$ cat src/include/iom_pkg.sv
// Package of constants and types for the reply-list messaging block
package iom_pkg;

  // ------------------------------------------------------------------
  // Message image map
  // ------------------------------------------------------------------
  localparam logic [11:0] IOM_OFS_IRQ_STATUS = 12'h030;
  localparam logic [11:0] IOM_OFS_IRQ_MASK   = 12'h034;
  localparam logic [11:0] IOM_OFS_IN_QUEUE   = 12'h040;
  localparam logic [11:0] IOM_OFS_OUT_QUEUE  = 12'h044;
  localparam int          IOM_SHELL_BITS     = 12;
  localparam int          IOM_SR_BIT         = 3;
  localparam logic [31:0] IOM_RESET_WORD     = 32'h0000_0000;

  // ------------------------------------------------------------------
  // Controller register map (AHB-Lite byte addresses)
  // ------------------------------------------------------------------
  localparam logic [7:0] IOM_CR_CTRL      = 8'h00;
  localparam logic [7:0] IOM_CR_HOST_OFS  = 8'h04;
  localparam logic [7:0] IOM_CR_IOP_INDEX = 8'h08;
  localparam logic [7:0] IOM_CR_INC       = 8'h0C;
  localparam logic [7:0] IOM_CR_FREE_TOP  = 8'h10;
  localparam logic [7:0] IOM_CR_POST_BOT  = 8'h14;
  localparam logic [7:0] IOM_CR_STATUS    = 8'h18;
  localparam logic [7:0] IOM_CR_LIST_BASE = 8'h1C;
  localparam logic [7:0] IOM_CR_HOST_IDX  = 8'h20;
  localparam logic [7:0] IOM_CR_POST_PUSH = 8'h24;
  localparam logic [31:0] IOM_INDEX_STEP  = 32'h0000_0004;

  // Control word fields
  localparam int IOM_CTL_UNIT_EN = 0;
  localparam int IOM_CTL_EXT_EN  = 1;
  localparam int IOM_CTL_SIZE_LO = 4;
  localparam int IOM_SIZE_W      = 4;

  // ------------------------------------------------------------------
  // Host-side access from the PCI face
  // ------------------------------------------------------------------
  typedef struct packed {
    logic        req;
    logic        wr;
    logic [11:0] ofs;
    logic [31:0] wdata;
  } iom_host_req_t;

  typedef enum logic [1:0] {
    IOM_ST_IDLE,
    IOM_ST_DATA
  } iom_bus_state_t;

endpackage

$ cat src/include/iom_if.sv
// Interface joining host PCI face and the messaging device
`timescale 1ns/100ps
interface iom_if;
  import iom_pkg::*;
  logic        acc_req;
  logic        acc_wr;
  logic [11:0] acc_ofs;
  logic [31:0] acc_wdata;
  logic        acc_ack;
  logic        acc_hit;
  logic [31:0] acc_rdata;
  logic        host_irq;

  modport device (
    input  acc_req, acc_wr, acc_ofs, acc_wdata,
    output acc_ack, acc_hit, acc_rdata, host_irq
  );
  modport host (
    output acc_req, acc_wr, acc_ofs, acc_wdata,
    input  acc_ack, acc_hit, acc_rdata, host_irq
  );
endinterface

$ cat src/rtl/iom_dev_end.sv
// Device end: reply-list index tracking, shell decode and AHB-Lite slave
//
// The implementer's own choice: register access over AHB-Lite.
`timescale 1ns/100ps
module iom_dev_end (
  // Clock and reset
  input  wire logic        hclk,
  input  wire logic        hresetn,
  // Image link
  iom_if.device            lnk,
  // AHB-Lite slave
  input  wire logic        hsel,
  input  wire logic [31:0] haddr,
  input  wire logic [1:0]  htrans,
  input  wire logic        hwrite,
  input  wire logic [2:0]  hsize,
  input  wire logic [31:0] hwdata,
  input  wire logic        hready,
  output      logic        hreadyout,
  output      logic        hresp,
  output      logic [31:0] hrdata
);
  import iom_pkg::*;

  typedef struct packed {
    logic                  unit_en;
    logic                  ext_en;
    logic [IOM_SIZE_W-1:0] list_size;
    logic [11:0]           host_ofs;
    logic [31:0]           list_base;
    logic [31:0]           iop_index;
    logic [31:0]           host_index;
    logic                  mask;
    logic                  service;
    logic [31:0]           free_top;
    logic [31:0]           post_bot;
    logic [31:0]           post_word;
    logic                  post_valid;
    logic                  ret_toggle;
    iom_bus_state_t        bst;
    logic                  bwr;
    logic [7:0]            baddr;
    logic [31:0]           rdata;
    logic                  ack;
    logic                  hit;
    logic [31:0]           lrdata;
  } iom_dev_st_t;

  iom_dev_st_t st_q, st_d;

  // ------------------------------------------------------------------
  // Helpers
  // ------------------------------------------------------------------
  logic [31:0] size_mask;
  logic [31:0] aligned_host;
  logic        hit_status;
  logic        hit_mask;
  logic        hit_queue;
  logic        hit_hidx;

  // Host index written through the image kept inside a naturally aligned list window
  assign size_mask = (32'h0000_0010 << st_q.list_size) - 32'h0000_0001;
  assign aligned_host = (st_q.list_base & ~size_mask) |
                        (lnk.acc_wdata & size_mask & ~32'h0000_0003);

  // Image offsets are 12 bits wide, so every shell access lies below
  // 4 Kbytes and frame space above that point never reaches this decode
  assign hit_status = st_q.unit_en &&
                      lnk.acc_ofs == IOM_OFS_IRQ_STATUS;
  assign hit_mask   = st_q.unit_en &&
                      lnk.acc_ofs == IOM_OFS_IRQ_MASK;
  assign hit_queue  = st_q.unit_en &&
                      lnk.acc_ofs == IOM_OFS_OUT_QUEUE;
  // Host index offset is a 12-bit field, held inside the shell
  assign hit_hidx   = st_q.unit_en &&
                      lnk.acc_ofs == st_q.host_ofs;

  // ------------------------------------------------------------------
  // Next-state logic
  // ------------------------------------------------------------------
  always_comb begin
    st_d        = st_q;
    st_d.ack    = 1'b0;
    // Non-empty while unit_en and ext_en are both set and the two indices differ
    st_d.service = st_q.unit_en && st_q.ext_en &&
                   (st_q.host_index != st_q.iop_index);

    // Host accesses through the image
    if (lnk.acc_req && !st_q.ack) begin
      st_d.ack    = 1'b1;
      st_d.hit    = hit_status | hit_mask | hit_queue | hit_hidx;
      st_d.lrdata = IOM_RESET_WORD;
      if (hit_status) begin
        st_d.lrdata[IOM_SR_BIT] = st_q.service;
      end else if (hit_mask) begin
        // Only the mask bit is stored; all other bits read as zero
        st_d.lrdata[IOM_SR_BIT] = st_q.mask;
        if (lnk.acc_wr) begin
          st_d.mask = lnk.acc_wdata[IOM_SR_BIT];
        end
      end else if (hit_queue) begin
        if (lnk.acc_wr) begin
          // Returned frame goes to the free list like any other
          st_d.free_top   = lnk.acc_wdata;
          st_d.ret_toggle = ~st_q.ret_toggle;
        end else begin
          st_d.lrdata     = st_q.post_valid ? st_q.post_word : '0;
          st_d.post_valid = 1'b0;
          // Pop moves the bottom even when a push lands in this cycle
          if (st_q.post_valid) begin
            st_d.post_bot = st_q.post_bot + IOM_INDEX_STEP;
          end
        end
      end else if (hit_hidx) begin
        st_d.lrdata = st_q.host_index;
        if (lnk.acc_wr) begin
          st_d.host_index = aligned_host;
        end
      end
    end

    // AHB-Lite slave: address phase then single-cycle data phase; read
    // data is fetched at the address phase, so no wait state is needed
    st_d.bst = IOM_ST_IDLE;
    if (st_q.bst == IOM_ST_DATA) begin
      if (st_q.bwr) begin
        unique case (st_q.baddr)
          IOM_CR_CTRL: begin
            st_d.unit_en   = hwdata[IOM_CTL_UNIT_EN];
            st_d.ext_en    = hwdata[IOM_CTL_EXT_EN];
            st_d.list_size =
              hwdata[IOM_CTL_SIZE_LO +: IOM_SIZE_W];
          end
          IOM_CR_HOST_OFS:  st_d.host_ofs   = {hwdata[11:2], 2'b00};
          IOM_CR_IOP_INDEX: st_d.iop_index  = hwdata;
          IOM_CR_INC:       st_d.iop_index  = st_q.iop_index +
                                              IOM_INDEX_STEP;
          IOM_CR_LIST_BASE: st_d.list_base  = hwdata;
          IOM_CR_HOST_IDX:  st_d.host_index = hwdata;
          IOM_CR_POST_PUSH: begin
            st_d.post_word  = hwdata;
            st_d.post_valid = 1'b1;
          end
          default: ;
        endcase
      end
    end
    if (hsel && hready && htrans[1]) begin
      st_d.bst   = IOM_ST_DATA;
      st_d.bwr   = hwrite;
      st_d.baddr = haddr[7:0];
      unique case (haddr[7:0])
        IOM_CR_CTRL: st_d.rdata = {24'h00_0000,
                                   st_q.list_size, 2'b00,
                                   st_q.ext_en, st_q.unit_en};
        IOM_CR_HOST_OFS:  st_d.rdata = {20'h0_0000, st_q.host_ofs};
        IOM_CR_IOP_INDEX: st_d.rdata = st_q.iop_index;
        IOM_CR_FREE_TOP:  st_d.rdata = st_q.free_top;
        IOM_CR_POST_BOT:  st_d.rdata = st_q.post_bot;
        IOM_CR_STATUS:    st_d.rdata = {29'h0000_0000, st_q.ret_toggle,
                                        st_q.post_valid, st_q.service};
        IOM_CR_LIST_BASE: st_d.rdata = st_q.list_base;
        IOM_CR_HOST_IDX:  st_d.rdata = st_q.host_index;
        default:          st_d.rdata = IOM_RESET_WORD;
      endcase
    end
  end

  // ------------------------------------------------------------------
  // State register
  // ------------------------------------------------------------------
  always_ff @(posedge hclk or negedge hresetn) begin
    if (!hresetn) begin
      st_q <= '0;
    end else begin
      st_q <= st_d;
    end
  end

  // ------------------------------------------------------------------
  // Outputs
  // ------------------------------------------------------------------
  assign lnk.acc_ack   = st_q.ack;
  assign lnk.acc_hit   = st_q.hit;
  assign lnk.acc_rdata = st_q.lrdata;
  assign lnk.host_irq  = st_q.service && !st_q.mask;
  assign hreadyout     = 1'b1;
  assign hresp         = 1'b0;
  assign hrdata        = st_q.rdata;
endmodule

$ cat src/flat_wrapper.sv
// flat-port wrapper written by rule: the top's interface ports become plain ports
module iom_dev_end_flat import iom_pkg::*;
  (hclk, hresetn, hsel, haddr, htrans, hwrite, hsize, hwdata, hready, hreadyout, hresp, hrdata, lnk_acc_req, lnk_acc_wr, lnk_acc_ofs, lnk_acc_wdata, lnk_acc_ack, lnk_acc_hit, lnk_acc_rdata, lnk_host_irq);
  iom_if lnk_i ();
  input  wire logic hclk;
  input  wire logic hresetn;
  input  wire logic hsel;
  input  wire logic [31:0] haddr;
  input  wire logic [1:0] htrans;
  input  wire logic hwrite;
  input  wire logic [2:0] hsize;
  input  wire logic [31:0] hwdata;
  input  wire logic hready;
  output      logic hreadyout;
  output      logic hresp;
  output      logic [31:0] hrdata;
  input wire logic [$bits(lnk_i.acc_req)-1:0] lnk_acc_req;
  input wire logic [$bits(lnk_i.acc_wr)-1:0] lnk_acc_wr;
  input wire logic [$bits(lnk_i.acc_ofs)-1:0] lnk_acc_ofs;
  input wire logic [$bits(lnk_i.acc_wdata)-1:0] lnk_acc_wdata;
  output wire logic [$bits(lnk_i.acc_ack)-1:0] lnk_acc_ack;
  output wire logic [$bits(lnk_i.acc_hit)-1:0] lnk_acc_hit;
  output wire logic [$bits(lnk_i.acc_rdata)-1:0] lnk_acc_rdata;
  output wire logic [$bits(lnk_i.host_irq)-1:0] lnk_host_irq;
  assign lnk_i.acc_req = lnk_acc_req;
  assign lnk_i.acc_wr = lnk_acc_wr;
  assign lnk_i.acc_ofs = lnk_acc_ofs;
  assign lnk_i.acc_wdata = lnk_acc_wdata;
  assign lnk_acc_ack = lnk_i.acc_ack;
  assign lnk_acc_hit = lnk_i.acc_hit;
  assign lnk_acc_rdata = lnk_i.acc_rdata;
  assign lnk_host_irq = lnk_i.host_irq;
  iom_dev_end u_core (.hclk(hclk), .hresetn(hresetn), .lnk(lnk_i), .hsel(hsel), .haddr(haddr), .htrans(htrans), .hwrite(hwrite), .hsize(hsize), .hwdata(hwdata), .hready(hready), .hreadyout(hreadyout), .hresp(hresp), .hrdata(hrdata));
endmodule
$ cat config.mk
export PLATFORM = sky130hd
export DESIGN_NAME = iom_dev_end_flat
export DESIGN_NICKNAME = d
export VERILOG_FILES = /design/src/include/iom_pkg.sv /design/src/include/iom_if.sv /design/src/rtl/iom_dev_end.sv /design/src/flat_wrapper.sv
export SDC_FILE = /design/constraint.sdc
export NUM_CORES = 1
export LEC_CHECK = 0
export ABC_AREA = 1
export BUFFER_PORTS_ARGS = -buffer_cell sky130_fd_sc_hd__buf_2
export CAP_MARGIN = 20
export CELL_PAD_IN_SITES_DETAIL_PLACEMENT = 1
export CELL_PAD_IN_SITES_GLOBAL_PLACEMENT = 1
export CORE_UTILIZATION = 43
export CTS_CLUSTER_DIAMETER = 100
export DETAILED_ROUTE_END_ITERATION = 7
export PLACE_DENSITY_LB_ADDON = 0.1
export SLEW_MARGIN = 25
export SYNTH_ARGS = -nofsm -noshare
export SYNTH_HDL_FRONTEND = slang
export SYNTH_SLANG_ARGS = --single-unit
$ cat constraint.sdc
create_clock -name hclk -period 2.3 [get_ports hclk]
set_input_delay 0.345 -clock hclk [delete_from_list [all_inputs] [get_ports hclk]]
set_output_delay 0.345 -clock hclk [all_outputs]
set_load 0.02 [all_outputs]
## Word level (Yosys, flattened, before mapping)

Cells that the tools add are included.

- Output and inout port bits: 69
- Register bits after elaboration: 288
- Input port bits: 120
- Word-level logic and storage cells: 112

- Multiplexer cells: 34
- Reductions and logical operators: 23
- $add $sub $neg: 3
- Equal/unequal tests: 19
- Bitwise logic cells: 11
- Shift operators: 1

Operators by type and width:

| kind | number |
|---|---|
| 2-to-1 mux 32 bit | 11 |
| case mux 32 bit (8 select lines) | 1 |
| 2-to-1 mux 33 bit | 2 |
| adder 32 x 3 -> 32 bit, second input constant | 2 |
| bitwise AND 32 bit | 2 |
| case mux 32 bit (2 select lines) | 1 |
| 2-to-1 mux 28 bit | 2 |
| 2-to-1 mux 42 bit | 1 |
| equality test 8 x 5 -> 1 bit, second input constant | 5 |
| 2-to-1 mux 34 bit | 1 |
| != test 32 bit | 1 |
| inverter 32 bit | 1 |
| bitwise OR 32 bit | 1 |
| left shift 5 x 4 -> 32 bit, first input constant | 1 |
| subtractor 32 x 1 -> 32 bit, second input constant | 1 |
| equality test 12 x 6 -> 1 bit, second input constant | 2 |
| equality test 8 x 4 -> 1 bit, second input constant | 3 |
| equality test 8 x 6 -> 1 bit, second input constant | 3 |
| equality test 8 x 3 -> 1 bit, second input constant | 2 |
| zero test 8 bit | 2 |
| AND reduction 3 bit | 5 |
| equality test 12 bit | 1 |
| equality test 12 x 7 -> 1 bit, second input constant | 1 |
| logical AND 1 bit | 10 |
| other kinds (11) | 29 |

## Depth between registers and ports, before layout

Gate-level depths: netlist (run 1).

- Depth in word-level cells: 14
- Depth in mapped cells: 14
- Depth with buffers taken out: 13

## Worst setup path before layout (run 1)

OpenSTA, ideal clock, no wires.

- Path kind: register -> register
- From: register u_core.st_q[288] (netlist bit)
- To: register u_core.st_q[201] (netlist bit)
- Arrival: 1778 ps
- Period minus slack after synthesis: 1909 ps
- Path buffers: 2
- Slack: 391 ps
- Stages on the path, launching flop included: 12
- Path through: dfrtp_1 -> buf_2 -> nor2_1 -> nand3_1 -> ha_1 -> nand3_1 -> clkbuf_1 -> o21ai_0 -> inv_1 -> nand2_1 -> nand3_1 -> o21ai_0

RTL lines:

| item | RTL line | source |
|---|---|---|
| start, declared | iom_dev_end.sv:49 | `iom_dev_st_t st_q, st_d;` |
| start signal, assigned | iom_dev_end.sv:176 | `st_q <= st_d;` |

## Worst setup path in the final report (run 1)

- From: register u_core.st_q[211] (netlist bit)
- To: register u_core.st_q[231] (netlist bit)

- Word-level cells in the longest chain between the ends: 2

RTL lines:

| item | RTL line | source |
|---|---|---|
| adder 32 x 3 -> 32 bit | iom_dev_end.sv:136 | `IOM_CR_INC: st_d.iop_index = st_q.iop_index +` |
| case mux 32 bit (2 select lines) | iom_dev_end.sv:127 | `unique case (st_q.baddr)` |

No other way between the ends.
A chain may end at the register's enable or synchronous reset.

==> impl_metrics.tcl, run 1 <==
set metrics [dict create \
    reg2reg_to "u_core.st_q[231]" \
    first_iter_violations 1354 \
    highest_layer "met4" \
    critical_path_cell_list "ha_1, nand2_1, inv_1, nand3_1, nor2_2, nand3_1, inv_1, nand2_1, nand2_1, a21oi_1, nor2_1" \
    die-width_um 195.2 \
    power_per_cell_area_nw_per_um2 741.4 \
    drv_cap 0 \
    clock-sinks 286 \
    post_route_cells_drive_above_1_share_pct 13.38 \
    firstDrtPassIters 7 \
    number_of_antenna_repair_diodes 0 \
    yosys_warnings 0 \
    grt.total_usage_pct 32.68 \
    final_net_count 2405 \
    classification_of_the_worst_setup_path "reg2reg" \
    hold_depth 3 \
    gpl.final_weighted_congestion 0.9552 \
    worst_min_path_start "lnk_acc_wdata[27]" \
    grt_remaining_overflow 0 \
    worst_path_most_repeated_cell "nand2_1" \
    start_kind "flip-flop" \
    detailroute.via_count 15400 \
    synthFlopType "dfrtp_1" \
    clock_tree_from_tritoncts "yes" \
    worst_slew_pin_slew_ns 0.6756 \
    port_buf_inserts 158 \
    initial_antenna_violation_count 1 \
    detailedPlace.worstSlack_ns 0.1114 \
    report.final.hold_viol_count 0 \
    synth.avg_cell_area_um2 7.380 \
    timing.final.max_slew_violations 0 \
    min_period_ns 2.096 \
    whs_endpoint "u_core.st_q[170]" \
    design.die.area_um2 38090 \
    mostFrequentLayoutCells "nand2_1, dfrtp_1, inv_1" \
    leakagePower_uw 0.009870 \
    layout.cells.most_common "nand2_1" \
    critPathCaptureType "flip-flop" \
    crit_path_max_incr_delay_ns 0.55 \
    kind_of_path_behind_the_tightest_hold_check "in2reg" \
    dpl.hpwl_mm 45.84 \
    detail_route.wirelength_mm 61.21 \
    worstPathBufferInverterCount 2 \
    cts_root_buf "clkbuf_16" \
    ys_seq_area_share_pct 44.61 \
    timing.fmax_mhz 477.1 \
    std_cell_rows 70 \
    clock_skew_ns 0.02432 \
    cts_max_path_buffers 3 \
    wirelength_met1_mm 28.40 \
    r2r_cells 11 \
    clock_insertion_delay_at_the_later_pin_of_the_skew_report_ns 0.55 \
    run_status "complete, no violations" \
    htreeDepth 2 \
    clk_pin_slew_worst_paths_ns 0.06 \
    slew_headroom_pct 54.91 \
    core_area_um2 36700 \
    critical_path_peak_fanout 6 \
    final_min_period_over_clock_period_pct 91.13 \
    rsz0062_at_grt "false" \
    post-route-drc-count 0 \
    synth_area_leaders "dfrtp_1, nand2_1, inv_1" \
    postSynthRegisterBits 286 \
    fraction_of_registers_with_async_set_reset_pct 100.0 \
    grt_start_max_net_pins 70 \
    postRouteAntennaNets 0 \
    arrival_ns 2.57 \
    synthDominantAreaCellType "dfrtp_1" \
    met2WireLength_mm 26.72 \
    reg2reg_from "u_core.st_q[211]" \
    layout_setup_ws_ns 0.2039 \
    cp.required_ns 2.78 \
    post_synth_num_cell_types 45 \
    max-vdd-ir-drop_v 0.0004900 \
    synth_largest_type_area_fraction_pct 44.61 \
    starting_utilization_of_the_core_area_pct 43.72 \
    cts-buffers-inserted 34 \
    grt_first_pass_wirelength_mm 94.20 \
    cpMaxStageDelayCell "dfrtp_1" \
    ios 189 \
    final-setup-viol-count 0 \
    via_count_of_the_first_global_routing_pass 15730 \
    crit_family "simple AND/OR/NAND/NOR gates" \
    r2r_slack_ns 0.20 \
    met3WireLength_mm 4.797 \
    via_density_per_instance 5.559 \
    post_synthesis_net_count 2297 \
    layout-area-overhead-vs-synth_pct 14.40 \
    die-height_um 195.2 \
    finalSetupTns_ns 0 \
    number_of_standard_cells_after_synthesis 2174 \
    syn_area_um2 16040 \
    number_of_flops_mapped_to_enable_cells_by_yosys 0 \
    avgRoutedWirePerCell_um 22.10 \
]
-- cell type report --
type / count / area [um2]
clock buffers: 50 / 1022
clock inverters: 6 / 83.83
fillers: 4669 / 18340
inverters: 284 / 1071
multi-input cells: 1454 / 6913
flip-flops and latches: 286 / 7158
well taps: 468 / 585.6
repair buffers: 222 / 1521
-- registers in the layout, indices dropped and copies added (netlist names) --
register,flops
u_core.st_q,220
u_core.hrdata,32
u_core.lnk.acc_rdata,32
u_core.lnk.acc_ack,1
u_core.lnk.acc_hit,1
-- cells by family (layout without fill, tap and decap cells) --
logic type,count (synthesis),after routing,synth area share (%)
buf+inv,434,562,12.45
flops,286,286,44.61
fa+ha+maj,3,3,0.2340
simple gates,1003,1003,25.88
compound gates,386,386,13.40
xor+xnor,52,52,2.839
other cells,2,2,0.04681
mux,8,8,0.5459
-- per-layer routing --
metal / track usage [%] / vias up
met3: 7.219 / 75
li1: - / 7077
met5: 0 / -
met4: 9.070 / 0
met2: 48.77 / 489
met1: 47.48 / 7757
-- synthesized netlist by cell type (22+ instances only) --
cell      count
inv_1       278
xor2_1       40
nand3_1      95
a21oi_1      45
buf_4        71
nor3_1       50
o21ai_0     207
clkbuf_1     41
nor2_1      156
o22ai_1      48
nand2_1     651
buf_2        23
nand4_1      22
o211ai_1     51
dfrtp_1     286
o21ai_1      23
-- worst register-to-register path: stages (launching register included) --
cell	delay, ns
dfrtp_1	0.55
ha_1	0.23
nand2_1	0.07
inv_1	0.09
nand3_1	0.17
nor2_2	0.30
nand3_1	0.16
inv_1	0.12
nand2_1	0.08
nand2_1	0.08
a21oi_1	0.07
nor2_1	0.11
-- where the power goes --
part	switching [uW]	internal, uW
Sequential	287	5280
Clock	2220	3290
Combinational	1790	744
Total	4290	9320
-- worst max path at each step --
stage | startpoint | end | depth (start not counted)
after global routing | u_core.st_q[285] | u_core.st_q[201] | 11
after global placement | u_core.st_q[286] | u_core.st_q[201] | 10
final | u_core.st_q[211] | u_core.st_q[231] | 11
after CTS | u_core.st_q[286] | u_core.st_q[201] | 10
after detailed placement | u_core.st_q[286] | u_core.st_q[201] | 10
after floorplan | u_core.st_q[288] | u_core.st_q[201] | 11
-- repair_timing --
| action | 4_1_cts | 5_1_grt |
|---|---|---|
| buffers inserted | 0 | 0 |
| hold buffers | 1 | 0 |
| endpoints found under the setup margin | 0 | 5 |
| resized for setup | 0 | 5 |
| hold endpoints to repair | 62 | 0 |
-- metrics by stage --
| stage | cells | hold WS, ns | utilization [%] | area [um2] | total power (uW) |
|---|---|---|---|---|---|
| 6_report | 2770 | 0.01215 | 50.02 | 18360 | 13610 |
| 5_1_grt | 2770 | 0.03985 | 50.02 | 18360 | 14130 |
| 4_1_cts | 2770 | 0.0006550 | 50.00 | 18350 | 13610 |
| 3_5_place_dp | 2713 | 0.3632 | 46.96 | 17230 | 8096 |
| 3_3_place_gp | 2713 | 0.3587 | 46.96 | 17230 | 8022 |
| 2_1_floorplan | 2174 | 0.04941 | - | 16040 | 6957 |
No activity file was read; power rests on OpenSTA's default activity.
==> run 2: changes to the inputs <==
ABC_AREA = unset   (was 1)
CORE_UTILIZATION = 46   (was 43)
CTS_CLUSTER_DIAMETER = unset   (was 100)
==> impl_metrics.tcl, run 2 <==
set metrics [dict create \
    run_status "finished with violations" \
    failing_checks "DRC" \
    fraction_of_registers_with_async_set_reset_pct 100.0 \
    starting_utilization_of_the_core_area_pct 46.68 \
    report.final.hold_viol_count 0 \
    post_synth_num_cell_types 80 \
    avgRoutedWirePerCell_um 26.45 \
    clock_skew_ns 0.009591 \
    htreeDepth 2 \
    mostFrequentLayoutCells "dfrtp_1, buf_2, nand2_1" \
    cts-buffers-inserted 34 \
    number_of_standard_cells_after_synthesis 1475 \
    max-vdd-ir-drop_v 0.0003936 \
    detailedPlace.worstSlack_ns -0.05420 \
    std_cell_rows 66 \
    cts_max_path_buffers 3 \
    p_sw_uw 3555 \
    power_per_cell_area_nw_per_um2 731.3 \
    timing.fmax_mhz 438.0 \
    classification_of_the_worst_setup_path "reg2reg" \
    start_kind "flip-flop" \
    timing.final.max_slew_violations 0 \
    grt_first_pass_wirelength_mm 83.46 \
    synth.avg_cell_area_um2 10.27 \
    clock_tree_from_tritoncts "yes" \
    initial_antenna_violation_count 0 \
    detail_route.wirelength_mm 54.81 \
    design.die.area_um2 33660 \
    die-height_um 183.5 \
    holdWs_ns 0.02192 \
    reg2reg_from "u_core.st_q[285]" \
    setup.worst_path.start "u_core.st_q[285]" \
    switching_share_pct 27.08 \
    ys_seq_area_share_pct 47.25 \
    gpl.final_weighted_congestion 0.9170 \
    die-width_um 183.5 \
    yosys_warnings 0 \
    largest_register_by_flop_count "u_core.st_q" \
    internal_power_uw 9573 \
    ios 189 \
    flip_flop_count_of_the_largest_register_after_layout 220 \
    cts_root_buf "clkbuf_16" \
    critPathCaptureType "flip-flop" \
    post_route_cells_drive_above_1_share_pct 27.67 \
    placed_cells_incl_taps 2010 \
    arrival_ns 2.73 \
    postRouteAntennaNets 0 \
    synthDominantAreaCellType "dfrtp_1" \
    number_of_flops_mapped_to_enable_cells_by_yosys 0 \
    kind_of_path_behind_the_tightest_hold_check "in2reg" \
    worst_min_path_start "hwrite" \
    grt_start_max_net_pins 71 \
    clk_pin_slew_worst_paths_ns 0.06 \
    p_seq_share_pct 41.9 \
    critical_path_peak_fanout 7 \
    port_buf_inserts 158 \
    number_of_antenna_repair_diodes 0 \
    via_density_per_instance 6.326 \
    fraction_of_the_core_area_covered_by_cells_at_the_end_of_the_flow_pct 55.31 \
    final-setup-viol-count 0 \
    syn_area_um2 15150 \
    finish.cell_count_without_fillers 2072 \
    synth_commonest_cells "dfrtp_1, nand2_1, mux2_2, nand3_1, buf_4" \
    layout.cells.most_common "dfrtp_1" \
    rsz0062_at_grt "true" \
    leakagePower_uw 0.008318 \
    cp.required_ns 2.74 \
    via_count_of_the_first_global_routing_pass 13510 \
    clock-sinks 286 \
    most_frequent_cell_after_synthesis "dfrtp_1" \
    post-route-drc-count 3 \
    clock_insertion_delay_at_the_later_pin_of_the_skew_report_ns 0.51 \
    grt.total_usage_pct 33.04 \
    final_net_count 1729 \
    firstDrtPassIters 8 \
    core_area_um2 32450 \
    post_synthesis_net_count 1598 \
    first_iter_violations 1124 \
    layout-area-overhead-vs-synth_pct 18.49 \
    synthFlopType "dfrtp_1" \
    dpl.hpwl_mm 38.65 \
    share_clk_of_total_power_pct 43.5 \
    worst_slew_pin_slew_ns 0.5779 \
    synth_area_leaders "dfrtp_1, mux2_2, mux2_1" \
    postSynthRegisterBits 286 \
    pwr-share-comb_pct 14.5 \
    synth_largest_type_area_fraction_pct 47.25 \
    final_min_period_over_clock_period_pct 99.27 \
    detailroute.via_count 13110 \
    slew_headroom_pct 61.17 \
    grt_remaining_overflow 0 \
    drv_cap 0 \
    layout_setup_ws_ns 0.01670 \
    min_period_ns 2.283 \
]
## run 2: cell types whose count changed in the layout (fill, tap and decap cells not counted), sizes merged, moves of 19 or more
| cell | before | now |
|---|---|---|
| a31oi | 1 | 29 |
| o211ai | 51 | 22 |
| o22ai | 48 | 12 |
| a222oi | 0 | 31 |
| nand4 | 23 | 55 |
| mux2 | 6 | 130 |
| nand2 | 655 | 127 |
| nand3 | 98 | 79 |
| nor2 | 161 | 64 |
| a22oi | 4 | 56 |
| o21ai | 230 | 40 |
| xnor2 | 12 | 41 |
| inv | 284 | 19 |
| buf | 221 | 273 |
## run 2: worst paths after layout
path                                                 end  slack, ns  cells past startpoint
max in group asynchronous               u_core.st_q[269]       1.14                      3
worst max register to register          u_core.st_q[193]       0.02                      8
worst max-delay path                    u_core.st_q[193]       0.02                      8
min in group asynchronous       u_core.lnk.acc_rdata[16]       0.37                      2
worst min register to register          u_core.hrdata[1]       0.47                      2
worst min-delay path                     u_core.st_q[74]       0.02                      3
## run 2: cell families after synthesis
group | after synthesis | share of synthesized area, %
DFF | 286 | 47.25
other | 2 | 0.04958
muxes | 140 | 10.32
and+or+nand+nor | 456 | 15.93
xor gates and xnor gates | 74 | 4.279
buffers and inverters | 198 | 7.029
AOI/OAI and AO/OA | 316 | 14.89
adders and majority gates | 3 | 0.2478
## run 2: cell type report
class                      instances  area [um2]
fill                            3542       14500
multi-input combinational        991        7074
tap                              442       553.0
timing repair buffer             274        1916
inverter                          19       71.32
clock inverter                     9       150.1
sequential                       286        7157
clock buffer                      51        1028
## run 2: routing by layer
layer	routed length (um)	GRT usage [%]	share of wire [%]
met1	23030	44.63	42
met2	25860	52.91	47
met3	3572	4.497	6.5
met4	2340	14.93	4.3
met5	0	0	0
## run 2: through the flow
step	total power, uW	TNS (ns)	area (um2)
final	13130	0	17950
after global routing	13520	-0.1190	17950
after CTS	13120	0	17870
after detailed placement	7370	-0.05963	16660
after global placement	7319	-0.003329	16660
after floorplan	6564	0	15170
## run 2: timing repair
item / in CTS / in global routing
pin swaps: 4 / 6
buffers inserted: 0 / 1
hold buffers: 1 / 0
endpoints found under the setup margin: 7 / 24
endpoints found under the hold margin: 53 / 0
gates resized for setup: 2 / 14
## run 2: power groups by stage
stage	clock network, uW	logic, uW	registers, uW
after floorplan	0	1060	5500
after global placement	0	1740	5580
after detailed placement	0	1780	5590
after CTS	5790	1820	5500
after global routing	5950	2040	5530
final	5720	1910	5510
## run 2: worst max-delay path, cell delays in order, from the launching register on
cell and delay, ns:
dfrtp_1 0.38, or4_4 0.57, ha_4 0.22, buf_6 0.14, nor3b_1 0.14, o21bai_1 0.21, nand3_1 0.11, a2111o_1 0.38
o211ai_2 0.06
